==> src/common/tw_pkg.sv <==
// constants, register map, status codes and states of the two-wire block
package tw_pkg;
  // ----------------------------------------------------------------
  // register addresses and fields
  // ----------------------------------------------------------------
  localparam logic [7:0] CTRL_ADDR = 8'hAA;
  localparam logic [7:0] STAT_ADDR = 8'hAB;
  localparam logic [7:0] OWN_ADDR = 8'hAC;
  localparam logic [7:0] DATA_ADDR = 8'hAD;
  localparam int ON_BIT = 6;
  localparam int BEGIN_BIT = 5;
  localparam int HALT_BIT = 4;
  localparam int ATT_BIT = 3;
  localparam int ACK_BIT = 2;
  localparam int BCAST_BIT = 0;
  localparam logic [7:0] OWN_RESET = 8'hFE;
  localparam logic [7:0] DATA_RESET = 8'hFF;
  localparam logic [6:0] BROADCAST_ADDRESS = 7'h00;
  localparam logic [3:0] ACK_SLOT = 4'h8;
  // ----------------------------------------------------------------
  // status codes, low three bits always zero
  // ----------------------------------------------------------------
  localparam logic [7:0] CODE_NOINFO = 8'hF8;
  localparam logic [7:0] CODE_START = 8'h08;
  localparam logic [7:0] CODE_RESTART = 8'h10;
  localparam logic [7:0] CODE_MT_ADDR_ACK = 8'h18;
  localparam logic [7:0] CODE_MT_ADDR_NACK = 8'h20;
  localparam logic [7:0] CODE_MT_DATA_ACK = 8'h28;
  localparam logic [7:0] CODE_MT_DATA_NACK = 8'h30;
  localparam logic [7:0] CODE_ARB_LOST = 8'h38;
  localparam logic [7:0] CODE_MR_ADDR_ACK = 8'h40;
  localparam logic [7:0] CODE_MR_ADDR_NACK = 8'h48;
  localparam logic [7:0] CODE_MR_DATA_ACK = 8'h50;
  localparam logic [7:0] CODE_MR_DATA_NACK = 8'h58;
  localparam logic [7:0] CODE_SL_RX_ADDR = 8'h60;
  localparam logic [7:0] CODE_SL_BCAST = 8'h70;
  localparam logic [7:0] CODE_SL_RX_DATA = 8'h80;
  localparam logic [7:0] CODE_SL_RX_NACK = 8'h88;
  localparam logic [7:0] CODE_SL_STOP = 8'hA0;
  localparam logic [7:0] CODE_SL_TX_ADDR = 8'hA8;
  localparam logic [7:0] CODE_SL_TX_DATA = 8'hB8;
  localparam logic [7:0] CODE_SL_TX_NACK = 8'hC0;
  localparam logic [7:0] CODE_BUS_ERR = 8'h00;
  // ----------------------------------------------------------------
  // timing
  // ----------------------------------------------------------------
  localparam int CLK_PERIOD_NS = 10;
  localparam int SCL_HALF_NS = 5000;
  localparam logic [9:0] SCL_HALF_CYC =
    10'((SCL_HALF_NS + CLK_PERIOD_NS - 1) / CLK_PERIOD_NS);
  // ----------------------------------------------------------------
  // protocol states
  // ----------------------------------------------------------------
  typedef enum logic [3:0] {
    ST_IDLE, ST_RS_A, ST_RS_B, ST_START, ST_WAIT, ST_LOW, ST_HIGH,
    ST_STOP_A, ST_STOP_B, ST_STOP_C, ST_SLAVE
  } state_type;
endpackage

==> src/logic/two_wire_ctrl_status_addr.sv <==
// control, status and own-address logic of the two-wire serial unit
`timescale 1ns/1ps
// What this block does
// unit works only while enable bit set
// begin request makes start; software clears it
// halt request makes stop; hardware clears it
// hardware sets attention flag on each event
// software alone clears the attention flag
// attention flag holds clock line low
// clearing attention launches next bus operation
// software finishes register accesses before clearing
// receiver with ack bit clear sends nack
// receiver with ack bit set drives ack
// ack bit clear ignores own and broadcast
// ack bit ignored in master transmitter mode
// status code in upper five bits
// status meaningful only while attention set
// slave answers only its seven-bit address, or broadcast when R16 enables it
// broadcast enable bit allows all-zero address
// status shows code after attention, else none
// attention raised on listed bus events
// data writes ignored while attention clear
// disabling releases lines and idles machine
module two_wire_ctrl_status_addr (
  input wire logic clk_in,
  input wire logic reset_in,
  input wire logic [7:0] sfr_addr_in,
  input wire logic sfr_wr_in,
  input wire logic [7:0] sfr_wdata_in,
  output logic [7:0] sfr_rdata_out,
  input wire logic scl_in,
  output logic scl_out,
  output logic scl_oe_n_out,
  input wire logic sda_in,
  output logic sda_out,
  output logic sda_oe_n_out
);
  // ----------------------------------------------------------------
  // state
  // ----------------------------------------------------------------
  tw_pkg::state_type st_q, st_d;
  logic iface_q, iface_d, begin_q, begin_d, halt_q, halt_d;
  logic att_q, att_d, ack_q, ack_d;
  logic [7:0] own_q, own_d, stat_q, stat_d, code_q, code_d;
  logic [7:0] shreg_q, shreg_d, rdata_q, rdata_d, new_code;
  logic [3:0] cnt_q, cnt_d;
  logic [9:0] tmr_q, tmr_d;
  logic master_q, master_d, tx_q, tx_d, addr_ph_q, addr_ph_d;
  logic addressed_q, addressed_d, busy_q, busy_d;
  logic done_q, done_d, ack_seen_q, ack_seen_d;
  logic mscl_q, mscl_d, sda_low_q, sda_low_d;
  logic scl_oe_n_q, scl_oe_n_d, sda_oe_n_q, sda_oe_n_d, level_q;
  logic scl_m_q, scl_s_q, scl_p_q, sda_m_q, sda_s_q, sda_p_q;
  logic wr_ctrl, wr_own, wr_data, set_att, tdone;
  logic rise, fall, start_det, stop_det;

  // ----------------------------------------------------------------
  // helpers
  // ----------------------------------------------------------------
  // data bit or ack slot level; a transmitter never drives the ack slot
  function automatic logic drive_low(input logic [3:0] cnt,
                                     input logic tx, input logic msb,
                                     input logic ack);
    drive_low = (cnt < tw_pkg::ACK_SLOT) ? (tx & ~msb) : (~tx & ack);
  endfunction

  function automatic logic addr_hit(input logic [7:0] rx,
                                    input logic [7:0] own);
    addr_hit = (rx[7:1] == own[7:1]) ||
               (own[tw_pkg::BCAST_BIT] &&
                rx[7:1] == tw_pkg::BROADCAST_ADDRESS);
  endfunction

  // ----------------------------------------------------------------
  // pin synchronisers
  // ----------------------------------------------------------------
  // the third stage only feeds edge detection of the second
  always_ff @(posedge clk_in) begin
    if (reset_in) begin
      {scl_m_q, scl_s_q, scl_p_q} <= 3'h7;
      {sda_m_q, sda_s_q, sda_p_q} <= 3'h7;
    end else begin
      {scl_m_q, scl_s_q, scl_p_q} <= {scl_in, scl_m_q, scl_s_q};
      {sda_m_q, sda_s_q, sda_p_q} <= {sda_in, sda_m_q, sda_s_q};
    end
  end

  assign wr_ctrl = sfr_wr_in && sfr_addr_in == tw_pkg::CTRL_ADDR;
  assign wr_own = sfr_wr_in && sfr_addr_in == tw_pkg::OWN_ADDR;
  assign wr_data = sfr_wr_in && sfr_addr_in == tw_pkg::DATA_ADDR;
  assign tdone = tmr_q == 10'h000;
  assign rise = scl_s_q & ~scl_p_q;
  assign fall = ~scl_s_q & scl_p_q;
  assign start_det = scl_s_q & scl_p_q & sda_p_q & ~sda_s_q;
  assign stop_det = scl_s_q & scl_p_q & ~sda_p_q & sda_s_q;

  // ----------------------------------------------------------------
  // next state
  // ----------------------------------------------------------------
  always_comb begin
    st_d = st_q;
    iface_d = iface_q;
    begin_d = begin_q;
    halt_d = halt_q;
    att_d = att_q;
    ack_d = ack_q;
    own_d = own_q;
    code_d = code_q;
    shreg_d = shreg_q;
    cnt_d = cnt_q;
    master_d = master_q;
    tx_d = tx_q;
    addr_ph_d = addr_ph_q;
    addressed_d = addressed_q;
    done_d = done_q;
    ack_seen_d = ack_seen_q;
    mscl_d = mscl_q;
    sda_low_d = sda_low_q;
    set_att = 1'b0;
    new_code = code_q;
    tmr_d = tdone ? 10'h000 : tmr_q - 10'h001;
    busy_d = start_det ? 1'b1 : (stop_det ? 1'b0 : busy_q);
    if (wr_ctrl) begin
      iface_d = sfr_wdata_in[tw_pkg::ON_BIT];
      begin_d = sfr_wdata_in[tw_pkg::BEGIN_BIT];
      halt_d = sfr_wdata_in[tw_pkg::HALT_BIT];
      ack_d = sfr_wdata_in[tw_pkg::ACK_BIT];
      if (!sfr_wdata_in[tw_pkg::ATT_BIT]) begin
        att_d = 1'b0;
      end
    end
    if (wr_own) begin
      own_d = sfr_wdata_in;
    end
    if (wr_data && att_q) begin
      shreg_d = sfr_wdata_in;
    end
    case (st_q)
      tw_pkg::ST_IDLE: begin
        mscl_d = 1'b0;
        sda_low_d = 1'b0;
        master_d = 1'b0;
        if (start_det) begin
          st_d = tw_pkg::ST_SLAVE;
          cnt_d = 4'h0;
          addr_ph_d = 1'b1;
          tx_d = 1'b0;
        end else if (begin_q && !att_q && !busy_q) begin
          st_d = tw_pkg::ST_START;
          sda_low_d = 1'b1;
          master_d = 1'b1;
          addr_ph_d = 1'b0;
          tmr_d = tw_pkg::SCL_HALF_CYC;
        end
      end
      tw_pkg::ST_RS_A: if (tdone) begin
        mscl_d = 1'b0;
        st_d = tw_pkg::ST_RS_B;
        tmr_d = tw_pkg::SCL_HALF_CYC;
      end
      tw_pkg::ST_RS_B: begin
        if (!scl_s_q) begin
          tmr_d = tw_pkg::SCL_HALF_CYC;
        end else if (tdone) begin
          sda_low_d = 1'b1;
          st_d = tw_pkg::ST_START;
          tmr_d = tw_pkg::SCL_HALF_CYC;
        end
      end
      tw_pkg::ST_START: if (tdone) begin
        mscl_d = 1'b1;
        st_d = tw_pkg::ST_WAIT;
        set_att = 1'b1;
        new_code = addr_ph_q ? tw_pkg::CODE_RESTART : tw_pkg::CODE_START;
        addr_ph_d = 1'b1;
        tx_d = 1'b1;
        cnt_d = 4'h0;
      end
      tw_pkg::ST_WAIT: if (!att_q) begin
        if (!master_q) begin
          if (halt_q || !(addressed_q || addr_ph_q)) begin
            halt_d = 1'b0;
            addressed_d = 1'b0;
            st_d = tw_pkg::ST_IDLE;
          end else begin
            st_d = tw_pkg::ST_SLAVE;
            cnt_d = 4'h0;
            sda_low_d = tx_q & ~shreg_q[7];
          end
        end else if (halt_q) begin
          st_d = tw_pkg::ST_STOP_A;
          sda_low_d = 1'b1;
          tmr_d = tw_pkg::SCL_HALF_CYC;
        end else if (begin_q) begin
          st_d = tw_pkg::ST_RS_A;
          sda_low_d = 1'b0;
          addr_ph_d = 1'b1;
          tmr_d = tw_pkg::SCL_HALF_CYC;
        end else begin
          st_d = tw_pkg::ST_LOW;
          cnt_d = 4'h0;
          sda_low_d = drive_low(4'h0, tx_q, shreg_q[7], ack_q);
          tmr_d = tw_pkg::SCL_HALF_CYC;
        end
      end
      tw_pkg::ST_LOW: if (tdone) begin
        mscl_d = 1'b0;
        st_d = tw_pkg::ST_HIGH;
        tmr_d = tw_pkg::SCL_HALF_CYC;
      end
      tw_pkg::ST_HIGH: begin
        // a slow slave or another master keeps us waiting here
        if (!scl_s_q) begin
          tmr_d = tw_pkg::SCL_HALF_CYC;
        end else if (tdone && cnt_q < tw_pkg::ACK_SLOT) begin
          if (tx_q && !sda_low_q && !sda_s_q) begin
            master_d = 1'b0;
            addr_ph_d = 1'b0;
            sda_low_d = 1'b0;
            st_d = tw_pkg::ST_WAIT;
            set_att = 1'b1;
            new_code = tw_pkg::CODE_ARB_LOST;
          end else begin
            shreg_d = {shreg_q[6:0], sda_s_q};
            cnt_d = cnt_q + 4'h1;
            mscl_d = 1'b1;
            st_d = tw_pkg::ST_LOW;
            tmr_d = tw_pkg::SCL_HALF_CYC;

            sda_low_d = drive_low(cnt_q + 4'h1, tx_q, shreg_q[6], ack_q);
          end
        end else if (tdone) begin
          mscl_d = 1'b1;
          st_d = tw_pkg::ST_WAIT;
          set_att = 1'b1;
          addr_ph_d = 1'b0;
          if (addr_ph_q) begin
            tx_d = ~shreg_q[0];
            if (shreg_q[0]) begin
              new_code = sda_s_q ? tw_pkg::CODE_MR_ADDR_NACK
                                 : tw_pkg::CODE_MR_ADDR_ACK;
            end else begin
              new_code = sda_s_q ? tw_pkg::CODE_MT_ADDR_NACK
                                 : tw_pkg::CODE_MT_ADDR_ACK;
            end
          end else if (tx_q) begin
            new_code = sda_s_q ? tw_pkg::CODE_MT_DATA_NACK
                               : tw_pkg::CODE_MT_DATA_ACK;
          end else begin
            new_code = sda_low_q ? tw_pkg::CODE_MR_DATA_ACK
                                 : tw_pkg::CODE_MR_DATA_NACK;
          end
        end
      end
      tw_pkg::ST_STOP_A: if (tdone) begin
        mscl_d = 1'b0;
        st_d = tw_pkg::ST_STOP_B;
        tmr_d = tw_pkg::SCL_HALF_CYC;
      end
      tw_pkg::ST_STOP_B: begin
        if (!scl_s_q) begin
          tmr_d = tw_pkg::SCL_HALF_CYC;
        end else if (tdone) begin
          sda_low_d = 1'b0;
          st_d = tw_pkg::ST_STOP_C;
          tmr_d = tw_pkg::SCL_HALF_CYC;
        end
      end
      tw_pkg::ST_STOP_C: if (tdone) begin
        halt_d = 1'b0;
        master_d = 1'b0;
        st_d = tw_pkg::ST_IDLE;
      end
      tw_pkg::ST_SLAVE: begin
        if (start_det || stop_det) begin
          sda_low_d = 1'b0;
          if (cnt_q != 4'h0 || done_q) begin
            set_att = 1'b1;
            new_code = tw_pkg::CODE_BUS_ERR;
            addressed_d = 1'b0;
            addr_ph_d = 1'b0;
            done_d = 1'b0;
            st_d = tw_pkg::ST_WAIT;
          end else if (addressed_q) begin
            set_att = 1'b1;
            new_code = tw_pkg::CODE_SL_STOP;
            addressed_d = 1'b0;
            addr_ph_d = start_det;
            tx_d = 1'b0;
            st_d = tw_pkg::ST_WAIT;
          end else if (start_det) begin
            addr_ph_d = 1'b1;
          end else begin
            st_d = tw_pkg::ST_IDLE;
          end
        end else if (rise) begin
          if (cnt_q < tw_pkg::ACK_SLOT) begin
            shreg_d = {shreg_q[6:0], sda_s_q};
            cnt_d = cnt_q + 4'h1;
          end else begin
            cnt_d = 4'h0;
            done_d = 1'b1;
            ack_seen_d = ~sda_s_q;
          end
        end else if (fall && done_q) begin
          done_d = 1'b0;
          sda_low_d = 1'b0;
          if (!addressed_q) begin
            st_d = tw_pkg::ST_IDLE;
          end else begin
            set_att = 1'b1;
            st_d = tw_pkg::ST_WAIT;
            addr_ph_d = 1'b0;
            if (addr_ph_q) begin
              new_code = tx_q ? tw_pkg::CODE_SL_TX_ADDR :
                (shreg_q[7:1] == tw_pkg::BROADCAST_ADDRESS) ?
                tw_pkg::CODE_SL_BCAST : tw_pkg::CODE_SL_RX_ADDR;
            end else if (tx_q) begin
              new_code = ack_seen_q ? tw_pkg::CODE_SL_TX_DATA
                                    : tw_pkg::CODE_SL_TX_NACK;
              addressed_d = ack_seen_q;
            end else begin
              new_code = sda_low_q ? tw_pkg::CODE_SL_RX_DATA
                                   : tw_pkg::CODE_SL_RX_NACK;
            end
          end
        end else if (fall && cnt_q == tw_pkg::ACK_SLOT && addr_ph_q) begin
          if (ack_q && addr_hit(shreg_q, own_q)) begin
            addressed_d = 1'b1;
            tx_d = shreg_q[0] &&
                   shreg_q[7:1] != tw_pkg::BROADCAST_ADDRESS;
            sda_low_d = 1'b1;
          end else begin
            st_d = tw_pkg::ST_IDLE;
          end
        end else if (fall) begin
          sda_low_d = drive_low(cnt_q, tx_q, shreg_q[7], ack_q);
        end
      end
      default: st_d = tw_pkg::ST_IDLE;
    endcase
    if (!iface_q) begin
      st_d = tw_pkg::ST_IDLE;
      mscl_d = 1'b0;
      sda_low_d = 1'b0;
      master_d = 1'b0;
      addressed_d = 1'b0;
      done_d = 1'b0;
      set_att = 1'b0;
    end
    // a new event wins over a software clear in the same cycle
    if (set_att) begin
      att_d = 1'b1;
      code_d = new_code;
    end
    stat_d = att_q ? code_q : tw_pkg::CODE_NOINFO;
    scl_oe_n_d = !(iface_d && (att_d || mscl_d));
    sda_oe_n_d = !(iface_d && sda_low_d);
    case (sfr_addr_in)
      tw_pkg::CTRL_ADDR: rdata_d = {1'b0, iface_q, begin_q, halt_q,
                                    att_q, ack_q, 2'b00};
      tw_pkg::STAT_ADDR: rdata_d = {stat_q[7:3], 3'b000};
      tw_pkg::OWN_ADDR: rdata_d = own_q;
      tw_pkg::DATA_ADDR: rdata_d = shreg_q;
      default: rdata_d = 8'h00;
    endcase
  end

  // ----------------------------------------------------------------
  // registers
  // ----------------------------------------------------------------
  always_ff @(posedge clk_in) begin
    if (reset_in) begin
      st_q <= tw_pkg::ST_IDLE;
      {iface_q, begin_q, halt_q, att_q, ack_q} <= 5'h00;
      own_q <= tw_pkg::OWN_RESET;
      stat_q <= tw_pkg::CODE_NOINFO;
      code_q <= tw_pkg::CODE_NOINFO;
      shreg_q <= tw_pkg::DATA_RESET;
      rdata_q <= 8'h00;
      cnt_q <= 4'h0;
      tmr_q <= 10'h000;
      {master_q, tx_q, addr_ph_q, addressed_q, busy_q} <= 5'h00;
      {done_q, ack_seen_q, mscl_q, sda_low_q} <= 4'h0;
      {scl_oe_n_q, sda_oe_n_q, level_q} <= 3'h6;
    end else begin
      st_q <= st_d;
      {iface_q, begin_q, halt_q, att_q, ack_q} <=
        {iface_d, begin_d, halt_d, att_d, ack_d};
      own_q <= own_d;
      stat_q <= stat_d;
      code_q <= code_d;
      shreg_q <= shreg_d;
      rdata_q <= rdata_d;
      cnt_q <= cnt_d;
      tmr_q <= tmr_d;
      {master_q, tx_q, addr_ph_q, addressed_q, busy_q} <=
        {master_d, tx_d, addr_ph_d, addressed_d, busy_d};
      {done_q, ack_seen_q, mscl_q, sda_low_q} <=
        {done_d, ack_seen_d, mscl_d, sda_low_d};
      {scl_oe_n_q, sda_oe_n_q, level_q} <= {scl_oe_n_d, sda_oe_n_d, 1'b0};
    end
  end

  assign sfr_rdata_out = rdata_q;
  assign scl_oe_n_out = scl_oe_n_q;
  assign sda_oe_n_out = sda_oe_n_q;
  assign scl_out = level_q;
  assign sda_out = level_q;

  logic ack_edge;
  assign ack_edge = st_q == tw_pkg::ST_HIGH && st_d == tw_pkg::ST_LOW &&
                    cnt_d == tw_pkg::ACK_SLOT && !wr_ctrl && iface_q;
endmodule

==> config.mk <==
export PLATFORM = sky130hd
export DESIGN_NAME = two_wire_ctrl_status_addr
export DESIGN_NICKNAME = d
export VERILOG_FILES = /design/src/common/tw_pkg.sv /design/src/logic/two_wire_ctrl_status_addr.sv
export SDC_FILE = /design/constraint.sdc
export NUM_CORES = 1
export LEC_CHECK = 0
export BUFFER_PORTS_ARGS = -buffer_cell sky130_fd_sc_hd__buf_2
export CAP_MARGIN = 20
export CORE_AREA = 2 2 101 103
export CTS_CLUSTER_DIAMETER = 100
export DETAILED_ROUTE_END_ITERATION = 8
export DIE_AREA = 0 0 103 105
export HOLD_SLACK_MARGIN = 0.02
export PLACE_DENSITY = 0.75
export SLEW_MARGIN = 20
export SYNTH_ARGS = -nofsm -noshare
export SYNTH_HDL_FRONTEND = slang
export SYNTH_SLANG_ARGS = --single-unit
==> constraint.sdc <==
create_clock -name clk_in -period 4.62 [get_ports clk_in]
set_clock_uncertainty 0.2 [all_clocks]
set_input_delay 0.924 -clock clk_in [delete_from_list [all_inputs] [get_ports clk_in]]
set_output_delay 0.924 -clock clk_in [all_outputs]
set_load 0.005 [all_outputs]
==> flow_summary.toml, run 1 <==
[timing]
setup_ws_ns = 1.32
finalMaxSlewViolations = 0
maxSlewHeadroom = 0.322
tns_ns = 0
holdWs_ns = 0.214
finalHoldViolations = 0
period_needed_ns = 3.30
finalCritPeriodShare = 0.715
worst_pin_slew_ns = 1.02
finalSetupViolations = 0
grt_setup_unrepaired = "false"
max_freq_ghz = 0.303

[grt]
grt_usage = 0.240
antenna_found_initial = 0
grt_pass1_vias = 4209
grt_max_degree = 54
grt_pass1_wl_um = 20700
gr-total-overflow = 0

[cells_and_area]
nNetsFinal = 618
drive_gt1_frac = 0.111
area.growth.synth_to_final_pct = 7.70
stdcell_count = 729
antennaDiodeCount = 0

[clock_tree]
postCtsHoldBufs = 0
cts_resized = 0
numCtsBuffers = 9
clk_path_buf_depth = 2
tritoncts = "yes"
clkLatencyLatePin_ns = 0.37
root_buffer = "clkbuf_8"
cts.clk_slew.worst_paths_ns = 0.08
postCtsSetupRepairBufs = 0
htreeDepth = 3
numClockSinks = 74

[floorplan]
start_util = 0.479
io_pins = 33
coreArea_mm2 = 0.00964
die_x_um = 103
fp.dieH_um = 105
rows = 36
dieArea_mm2 = 0.0108

[synthesis]
yosys_warnings = 0
synth_seq_cells = 74
synth_cell_type_count = 69
synth_edf_count = 0
synthTopCellsByArea = "dfxtp_1 (32%), a21oi_1 (5.3%), nand2_1 (4.8%)"
yosys-top-cells-count = "dfxtp_1 (74), nand2_1 (59), nor2_1 (57)"
yosys.cell_count.top_type = "dfxtp_1"
synthArstFlopShare = 0
seq_area_frac_synth = 0.321
syn_area_mm2 = 0.00461
synth_top_area_frac = 0.321
synth_area_leader_cell = "dfxtp_1"
syn_avg_cell_area_um2 = 7.78
synthFlopType = "dfxtp_1"
synthCells = 593

[routing]
wl_um = 12600
vias = 4471
first_pass_iters = 6
via_per_inst = 6.13
first_iter_violations = 416
ant_nets = 0
detail_route.wl_per_cell_um = 17.3
drc = 0

[pwr]
power_density_mw_per_mm2 = 311
ir_drop_v = 0.000332
p_leak_uw = 0.00180

[setup_path]
reg2regPathDepth = 6
reg2reg_slack_ns = 1.32
worstPathRequired_ns = 4.71
r2r_end = "addressed_q$_SDFFE_PP0P_"
crit_path_start_kind = "flop"
cp_data_arrival_time_ns = 3.39
r2r_start = "scl_s_q$_SDFF_PP1_"
worstPathMaxFanout = 23
endpoint_kind = "flop"
critPathKind = "flop to flop"

[min_path]
worstHoldStart = "scl_m_q$_SDFF_PP1_"
min_path_cells = 1
min-delay-path-class = "flop to flop"
min_to = "scl_s_q$_SDFF_PP1_"

[place]
io_buffers = 30
dp_slack_ns = 1.29
detailed_place_hpwl_um = 9070
dp.cells = 713
gp_congestion = 0.966

[flow_run]
cap_violations = 0

[status]
outcome = "completed"
==> routing by layer <==
layer,wire length (µm),up-vias,global-route usage
met3,905,43,0.0548
li1,-,2145,-
met1,5490,2077,0.305
met4,432,0,0.108
met5,0,-,0
met2,5810,206,0.382
==> placed cells by master (no fill, tap or decap), drive strengths merged, types with 5 or more instances in the layout <==
master   instances
o22ai            5
a21oi           49
a221oi           5
o21ai           30
a211oi          16
ha               6
nor2            57
inv             16
a2111oi          5
or3              6
xnor2           12
nor4             6
buf             35
a22oi            9
o211ai           5
nand3b          10
dfxtp           74
nor3b            7
xor2             5
o21a             7
nand2           59
mux2i           10
or2              8
nor2b           16
nand3            8
a31oi            5
nor3            15
nand2b          15
clkbuf          13
o21bai          11
==> flip-flops by register name, indices dropped and copies added (netlist names), 4 cells and up <==
| signal | flops |
|---|---|
| shreg_q | 8 |
| sfr_rdata_out | 8 |
| stat_q | 5 |
| tmr_q | 10 |
| st_q | 4 |
| code_q | 5 |
| cnt_q | 4 |
| own_q | 8 |
==> where the power goes <==
| group | internal (µW) | switching (µW) | total (µW) |
|---|---|---|---|
| sequential | 669 | 32.6 | 701 |
| combinational | 118 | 185 | 303 |
| clock | 282 | 258 | 539 |
| total | 1070 | 475 | 1540 |
==> worst max path at each step <==
stage | slack, ns | startpoint | cells after the start | endpoint
2_1_floorplan | 1.69 | sfr_addr_in[4] | 8 | shreg_q[6]$_SDFF_PP1_
3_3_place_gp | 1.45 | scl_s_q$_SDFF_PP1_ | 6 | addressed_q$_SDFFE_PP0P_
3_5_place_dp | 1.29 | sfr_addr_in[4] | 7 | scl_oe_n_out$_SDFF_PP1_
5_1_grt | 1.11 | scl_s_q$_SDFF_PP1_ | 6 | addressed_q$_SDFFE_PP0P_
6_report | 1.32 | scl_s_q$_SDFF_PP1_ | 6 | addressed_q$_SDFFE_PP0P_
4_1_cts | 1.40 | scl_s_q$_SDFF_PP1_ | 6 | addressed_q$_SDFFE_PP0P_
==> worst max-delay path: stages, from the launching register on <==
cell and delay, ns:
dfxtp_1 0.89, nand2_1 0.25, o21ai_0 0.65, nor2_1 0.23
a21boi_0 0.20, or4b_2 0.67, a21oi_1 0.15
==> area by class of cell <==
class / instances / area, µm²
inverters: 15 / 56.3
multi-input cells: 456 / 2870
clock buffers: 13 / 159
clock inverters: 3 / 46.3
well taps: 133 / 166
repair buffers: 35 / 188
fillers: 961 / 4670
flip-flops and latches: 74 / 1480
==> through the flow <==
stage,power [µW],utilization,area [µm²]
detailed placement,1010,0.494,4760
floorplan,948,-,4620
global placement,1010,0.494,4760
finish,1540,0.516,4970
global route,1620,0.516,4970
CTS,1550,0.516,4970
==> cell families (layout without fill, tap and decap cells) <==
family / Yosys count / count (layout) / share of synthesized area
xor gates and xnor gates: 17 / 17 / 0.0323
muxes: 11 / 11 / 0.0241
adders and majority gates: 6 / 6 / 0.0163
other: 1 / 2 / 0.000813
and+or+nand+nor: 242 / 242 / 0.281
buffers and inverters: 64 / 66 / 0.0572
AOI/OAI and AO/OA: 178 / 178 / 0.267
DFF: 74 / 74 / 0.321
Power figures use the tool's default switching activity.
==> run 2, diff against run 1 <==
--- a/config.mk
+++ b/config.mk
@@ -12,7 +12,7 @@
 export DETAILED_ROUTE_END_ITERATION = 8
 export DIE_AREA = 0 0 103 105
 export HOLD_SLACK_MARGIN = 0.02
-export PLACE_DENSITY = 0.75
+export PLACE_DENSITY = 0.78
 export SLEW_MARGIN = 20
 export SYNTH_ARGS = -nofsm -noshare
 export SYNTH_HDL_FRONTEND = slang
==> constraint.sdc (replaced) <==
create_clock -name clk_in -period 3 [get_ports clk_in]
set_clock_uncertainty 0.2 [all_clocks]
set_input_delay 0.6 -clock clk_in [delete_from_list [all_inputs] [get_ports clk_in]]
set_output_delay 0.6 -clock clk_in [all_outputs]
set_load 0.005 [all_outputs]
==> run 2 against run 1 <==
  * Register-to-register slack lost 1.2 ns
  * Fmax increased by 16%
  * Via count up 3.1%
  * Global-route usage increased by 1.7 points
  * Setup slack lost 1.2 ns
  * Largest power group unchanged
  * Highest routed layer unchanged
==> flow_summary.toml, run 2 (synthesis gave the netlist of run 1 again) <==
[setup_path]
path_cells = "inv_1 > ha_1 > or4b_1 > nor3_4 > a21oi_1 > or4_1 > or3_1 > a21oi_1"
reg2reg_slack_ns = 0.15
cp_data_arrival_time_ns = 2.94
endpoint_kind = "flop"
crit_path_start_kind = "flop"
worstPathRequired_ns = 3.09
cp_slowest_cell = "or4b_1"
crit_family = "simple AND/OR/NAND/NOR gates"
r2r_start = "tmr_q[0]$_SDFF_PP0_"
crit_top_cell = "a21oi_1"
reg2regPathDepth = 8
r2r_end = "tx_q$_SDFFE_PP0P_"
setup.worst_path.start = "tmr_q[0]$_SDFF_PP0_"
critPathMaxStageDelay_ns = 0.56
setup.worst_path.end = "tx_q$_SDFFE_PP0P_"
path_buf_inv = 1
worstPathMaxFanout = 4
critPathKind = "flop to flop"
path_depth = 8

[timing]
worst_pin_slew_ns = 0.788
maxSlewHeadroom = 0.467
holdWs_ns = 0.214
finalCritPeriodShare = 0.951
max_freq_ghz = 0.351
grt_setup_unrepaired = "false"
finalSetupViolations = 0
finalMaxSlewViolations = 0
finalHoldViolations = 0
tns_ns = 0
period_needed_ns = 2.85

[cells_and_area]
final_common_cell = "dfxtp_1"
fin_util = 0.548
nNetsFinal = 654
largest-register = "tmr_q"
area.growth.synth_to_final_pct = 14.4
fillers = 962
final-seq-area_mm2 = 0.00148
drive_gt1_frac = 0.168
largest_reg_flops = 10
antennaDiodeCount = 0
final_cell_mix = "dfxtp_1 (74), nand2_1 (59), nor2_1 (57), a21oi_1 (49), buf_4 (41)"
stdcell_count = 765
multiInputGateArea_mm2 = 0.00289

[place]
dp.cells = 749
io_buffers = 30
gp_congestion = 0.967
detailed_place_hpwl_um = 10100

[clock_tree]
numClockSinks = 74
tritoncts = "yes"
cts.clk_slew.worst_paths_ns = 0.09
numCtsBuffers = 9
clkLatencyLatePin_ns = 0.36
root_buffer = "clkbuf_8"
postCtsHoldBufs = 0
cts_resized = 0
postCtsSetupRepairBufs = 0
htreeDepth = 3
clk_path_buf_depth = 2

[routing]
wl_um = 13700
vias = 4611
via_per_inst = 6.03
detail_route.wl_per_cell_um = 17.8
first_iter_violations = 350
first_pass_iters = 5
ant_nets = 0
drc = 0

[flow_run]
cap_violations = 0

[floorplan]
fp.dieH_um = 105
die_x_um = 103
start_util = 0.479
coreArea_mm2 = 0.00964
io_pins = 33
rows = 36
dieArea_mm2 = 0.0108

[pwr]
power_density_mw_per_mm2 = 475
ir_drop_v = 0.000531
p_leak_uw = 0.00198
power_uw = 2510

[min_path]
min-delay-path-class = "input port to flop"

[grt]
antenna_found_initial = 0
grt_pass1_vias = 4475
grt_usage = 0.257
grt_pass1_wl_um = 21900
grt_max_degree = 28
gr-total-overflow = 0

[status]
outcome = "completed"
## run 2: area by class of cell
class	instances	area share
sequential	74	0.281
inverter	15	0.0107
tap	133	0.0315
clock inverter	7	0.0194
multi-input combinational	456	0.548
timing repair buffer	71	0.0867
clock buffer	9	0.0235
## run 2: where the power goes
group          internal, µW  switching, µW  total [µW]
clock network           475            410         884
registers              1030           48.0        1080
logic                   227            320         546
## run 2: through the flow
stage / area, µm² / setup slack [ns]
2_1_floorplan: 4620 / 0.267
3_3_place_gp: 5030 / 0.119
3_5_place_dp: 5030 / 0.0713
4_1_cts: 5260 / 0.0438
5_1_grt: 5280 / 0.0326
6_report: 5280 / 0.148
## run 2: worst reg2reg max path, delay by kind of cell (launching register included)
kind | cells | cell delay, ns
adders and majority gates | 1 | 0.20
buffers and inverters | 1 | 0.08
DFF | 1 | 0.35
and+or+nand+nor | 4 | 1.74
AOI/OAI and AO/OA | 2 | 0.23
## run 2: worst min-delay path by stage
stage                                   from                  to  cells after the start
after detailed placement  scl_m_q$_SDFF_PP1_  scl_s_q$_SDFF_PP1_                      1
after floorplan           scl_m_q$_SDFF_PP1_  scl_s_q$_SDFF_PP1_                      1
after global placement    sda_m_q$_SDFF_PP1_  sda_s_q$_SDFF_PP1_                      1
after CTS                             sda_in  sda_m_q$_SDFF_PP1_                      2
after global routing                  scl_in  scl_m_q$_SDFF_PP1_                      2
final                                 sda_in  sda_m_q$_SDFF_PP1_                      2
## run 2: layer usage
layer / wire (µm) / track usage / vias to the layer above
met5: 0 / 0 / -
met4: 444 / 0.0996 / 0
met3: 880 / 0.0468 / 42
met2: 6730 / 0.429 / 195
met1: 5600 / 0.324 / 2162
li1: - / - / 2212
==> run 3, diff against run 2 <==
--- a/config.mk
+++ b/config.mk
@@ -12,7 +12,7 @@
 export DETAILED_ROUTE_END_ITERATION = 8
 export DIE_AREA = 0 0 103 105
 export HOLD_SLACK_MARGIN = 0.02
-export PLACE_DENSITY = 0.78
+export PLACE_DENSITY = 0.75
 export SLEW_MARGIN = 20
 export SYNTH_ARGS = -nofsm -noshare
 export SYNTH_HDL_FRONTEND = slang
==> constraint.sdc (replaced) <==
create_clock -name clk_in -period 2.9 [get_ports clk_in]
set_clock_uncertainty 0.2 [all_clocks]
set_input_delay 0.58 -clock clk_in [delete_from_list [all_inputs] [get_ports clk_in]]
set_output_delay 0.58 -clock clk_in [all_outputs]
set_load 0.005 [all_outputs]
==> run 3 against run 2 <==
  * Clock power fell by 9.0%
  * Non-clock buffer count did not move
  * Critical path depth unchanged
  * Fmax grew 2.7%
  * Sequential power hardly changed
  * Critical endpoint unchanged
==> flow_summary.toml, run 3 (synthesis gave the netlist of run 1 again) <==
[cells_and_area]
area.growth.synth_to_final_pct = 13.8
largest_reg_flops = 10
final-seq-area_mm2 = 0.00148
largest-register = "tmr_q"
multiInputGateArea_mm2 = 0.00290
antennaDiodeCount = 0
drive_gt1_frac = 0.168
final_common_cell = "dfxtp_1"
final_cell_mix = "dfxtp_1 (74), nand2_1 (59), nor2_1 (57), a21oi_1 (49), buf_4 (41)"
fillers = 945
nNetsFinal = 654
stdcell_count = 765

[pwr]
power_density_mw_per_mm2 = 472
ir_drop_v = 0.000507
p_leak_uw = 0.00197

[setup_path]
reg2reg_slack_ns = 0.12
worstPathMaxFanout = 4
crit_path_start_kind = "flop"
worstPathRequired_ns = 2.99
endpoint_kind = "flop"
cp_data_arrival_time_ns = 2.87
critPathKind = "flop to flop"

[place]
detailed_place_hpwl_um = 9810
gp_congestion = 0.979
io_buffers = 30
dp.cells = 748

[floorplan]
coreArea_mm2 = 0.00964
rows = 36
io_pins = 33
fp.dieH_um = 105
die_x_um = 103
start_util = 0.479
dieArea_mm2 = 0.0108

[timing]
finalSetupViolations = 0
grt_setup_unrepaired = "false"
finalHoldViolations = 0
tns_ns = 0
period_needed_ns = 2.78
finalCritPeriodShare = 0.958
max_freq_ghz = 0.360
holdWs_ns = 0.199
finalMaxSlewViolations = 0
maxSlewHeadroom = 0.612
worst_pin_slew_ns = 0.577

[grt]
gr-total-overflow = 0
grt_pass1_wl_um = 21500
grt_max_degree = 28
grt_pass1_vias = 4365
antenna_found_initial = 0
grt_usage = 0.250

[routing]
vias = 4618
ant_nets = 0
first_iter_violations = 441
detail_route.wl_per_cell_um = 17.2
first_pass_iters = 5
wl_um = 13200
via_per_inst = 6.04
drc = 0

[flow_run]
cap_violations = 0

[clock_tree]
clk_path_buf_depth = 2
tritoncts = "yes"
numClockSinks = 74
numCtsBuffers = 9
cts.clk_slew.worst_paths_ns = 0.08
postCtsHoldBufs = 0
htreeDepth = 3
clkLatencyLatePin_ns = 0.37
root_buffer = "clkbuf_8"

[min_path]
min-delay-path-class = "input port to flop"

[status]
outcome = "completed"
run 3: cell types whose count changed in the layout (fill, tap and decap cells not counted), sizes merged:
cell and change:
clkinv +2, clkinvlp -2, bufinv -1, clkbuf +1
run 3: critical path, stage by stage, from the launching register on:
cell     delay, ns
dfxtp_1       0.34
inv_1         0.06
ha_1          0.19
or4b_1        0.54
nor3_4        0.26
a21oi_1       0.09
or4_1         0.54
or3_1         0.38
a21oi_1       0.12
run 3: layout make-up:
class                           count  share of cell area
Inverter                           15              0.0107
Sequential cell                    74               0.282
Tap cell                          133              0.0317
Multi-Input combinational cell    456               0.552
Clock buffer                       10              0.0243
Clock inverter                      6              0.0124
Timing Repair Buffer               71              0.0872
run 3: per-stage QoR:
step | area (µm²) | power (µW) | worst slack, ns | utilization
floorplan | 4620 | 1510 | 0.167 | -
global placement | 5030 | 1650 | 0.191 | 0.522
detailed placement | 5030 | 1660 | 0.126 | 0.522
CTS | 5220 | 2460 | 0.110 | 0.542
global route | 5250 | 2600 | 0.00702 | 0.545
finish | 5250 | 2480 | 0.123 | 0.545
run 3: report_power, final:
group / switching, µW / leakage (µW) / total [µW] / internal [µW]
combinational: 315 / 0.00128 / 560 / 245
sequential: 48.7 / 0.000600 / 1110 / 1070
clock: 405 / 0.0000966 / 804 / 399
total: 768 / 0.00197 / 2480 / 1710
run 3: what timing repair did:
item                                    in CTS  in global routing
endpoints found under the setup margin       0                  6
hold endpoints to repair                     0                  0
buffers inserted                             0                  1
resized for setup                            0                  5
run 3: worst paths after layout:
kind                                           from                  to  depth (start not counted)
worst max-delay path            tmr_q[0]$_SDFF_PP0_   tx_q$_SDFFE_PP0P_                          8
worst min-delay path                         scl_in  scl_m_q$_SDFF_PP1_                          2
worst max register to register  tmr_q[0]$_SDFF_PP0_   tx_q$_SDFFE_PP0P_                          8
worst min register to register   sda_m_q$_SDFF_PP1_  sda_s_q$_SDFF_PP1_                          1
run 3: routing by layer:
metal | GRT usage | wire (µm)
met1 | 0.321 | 5510
met2 | 0.404 | 6180
met3 | 0.0468 | 953
met4 | 0.104 | 519
met5 | 0 | 0
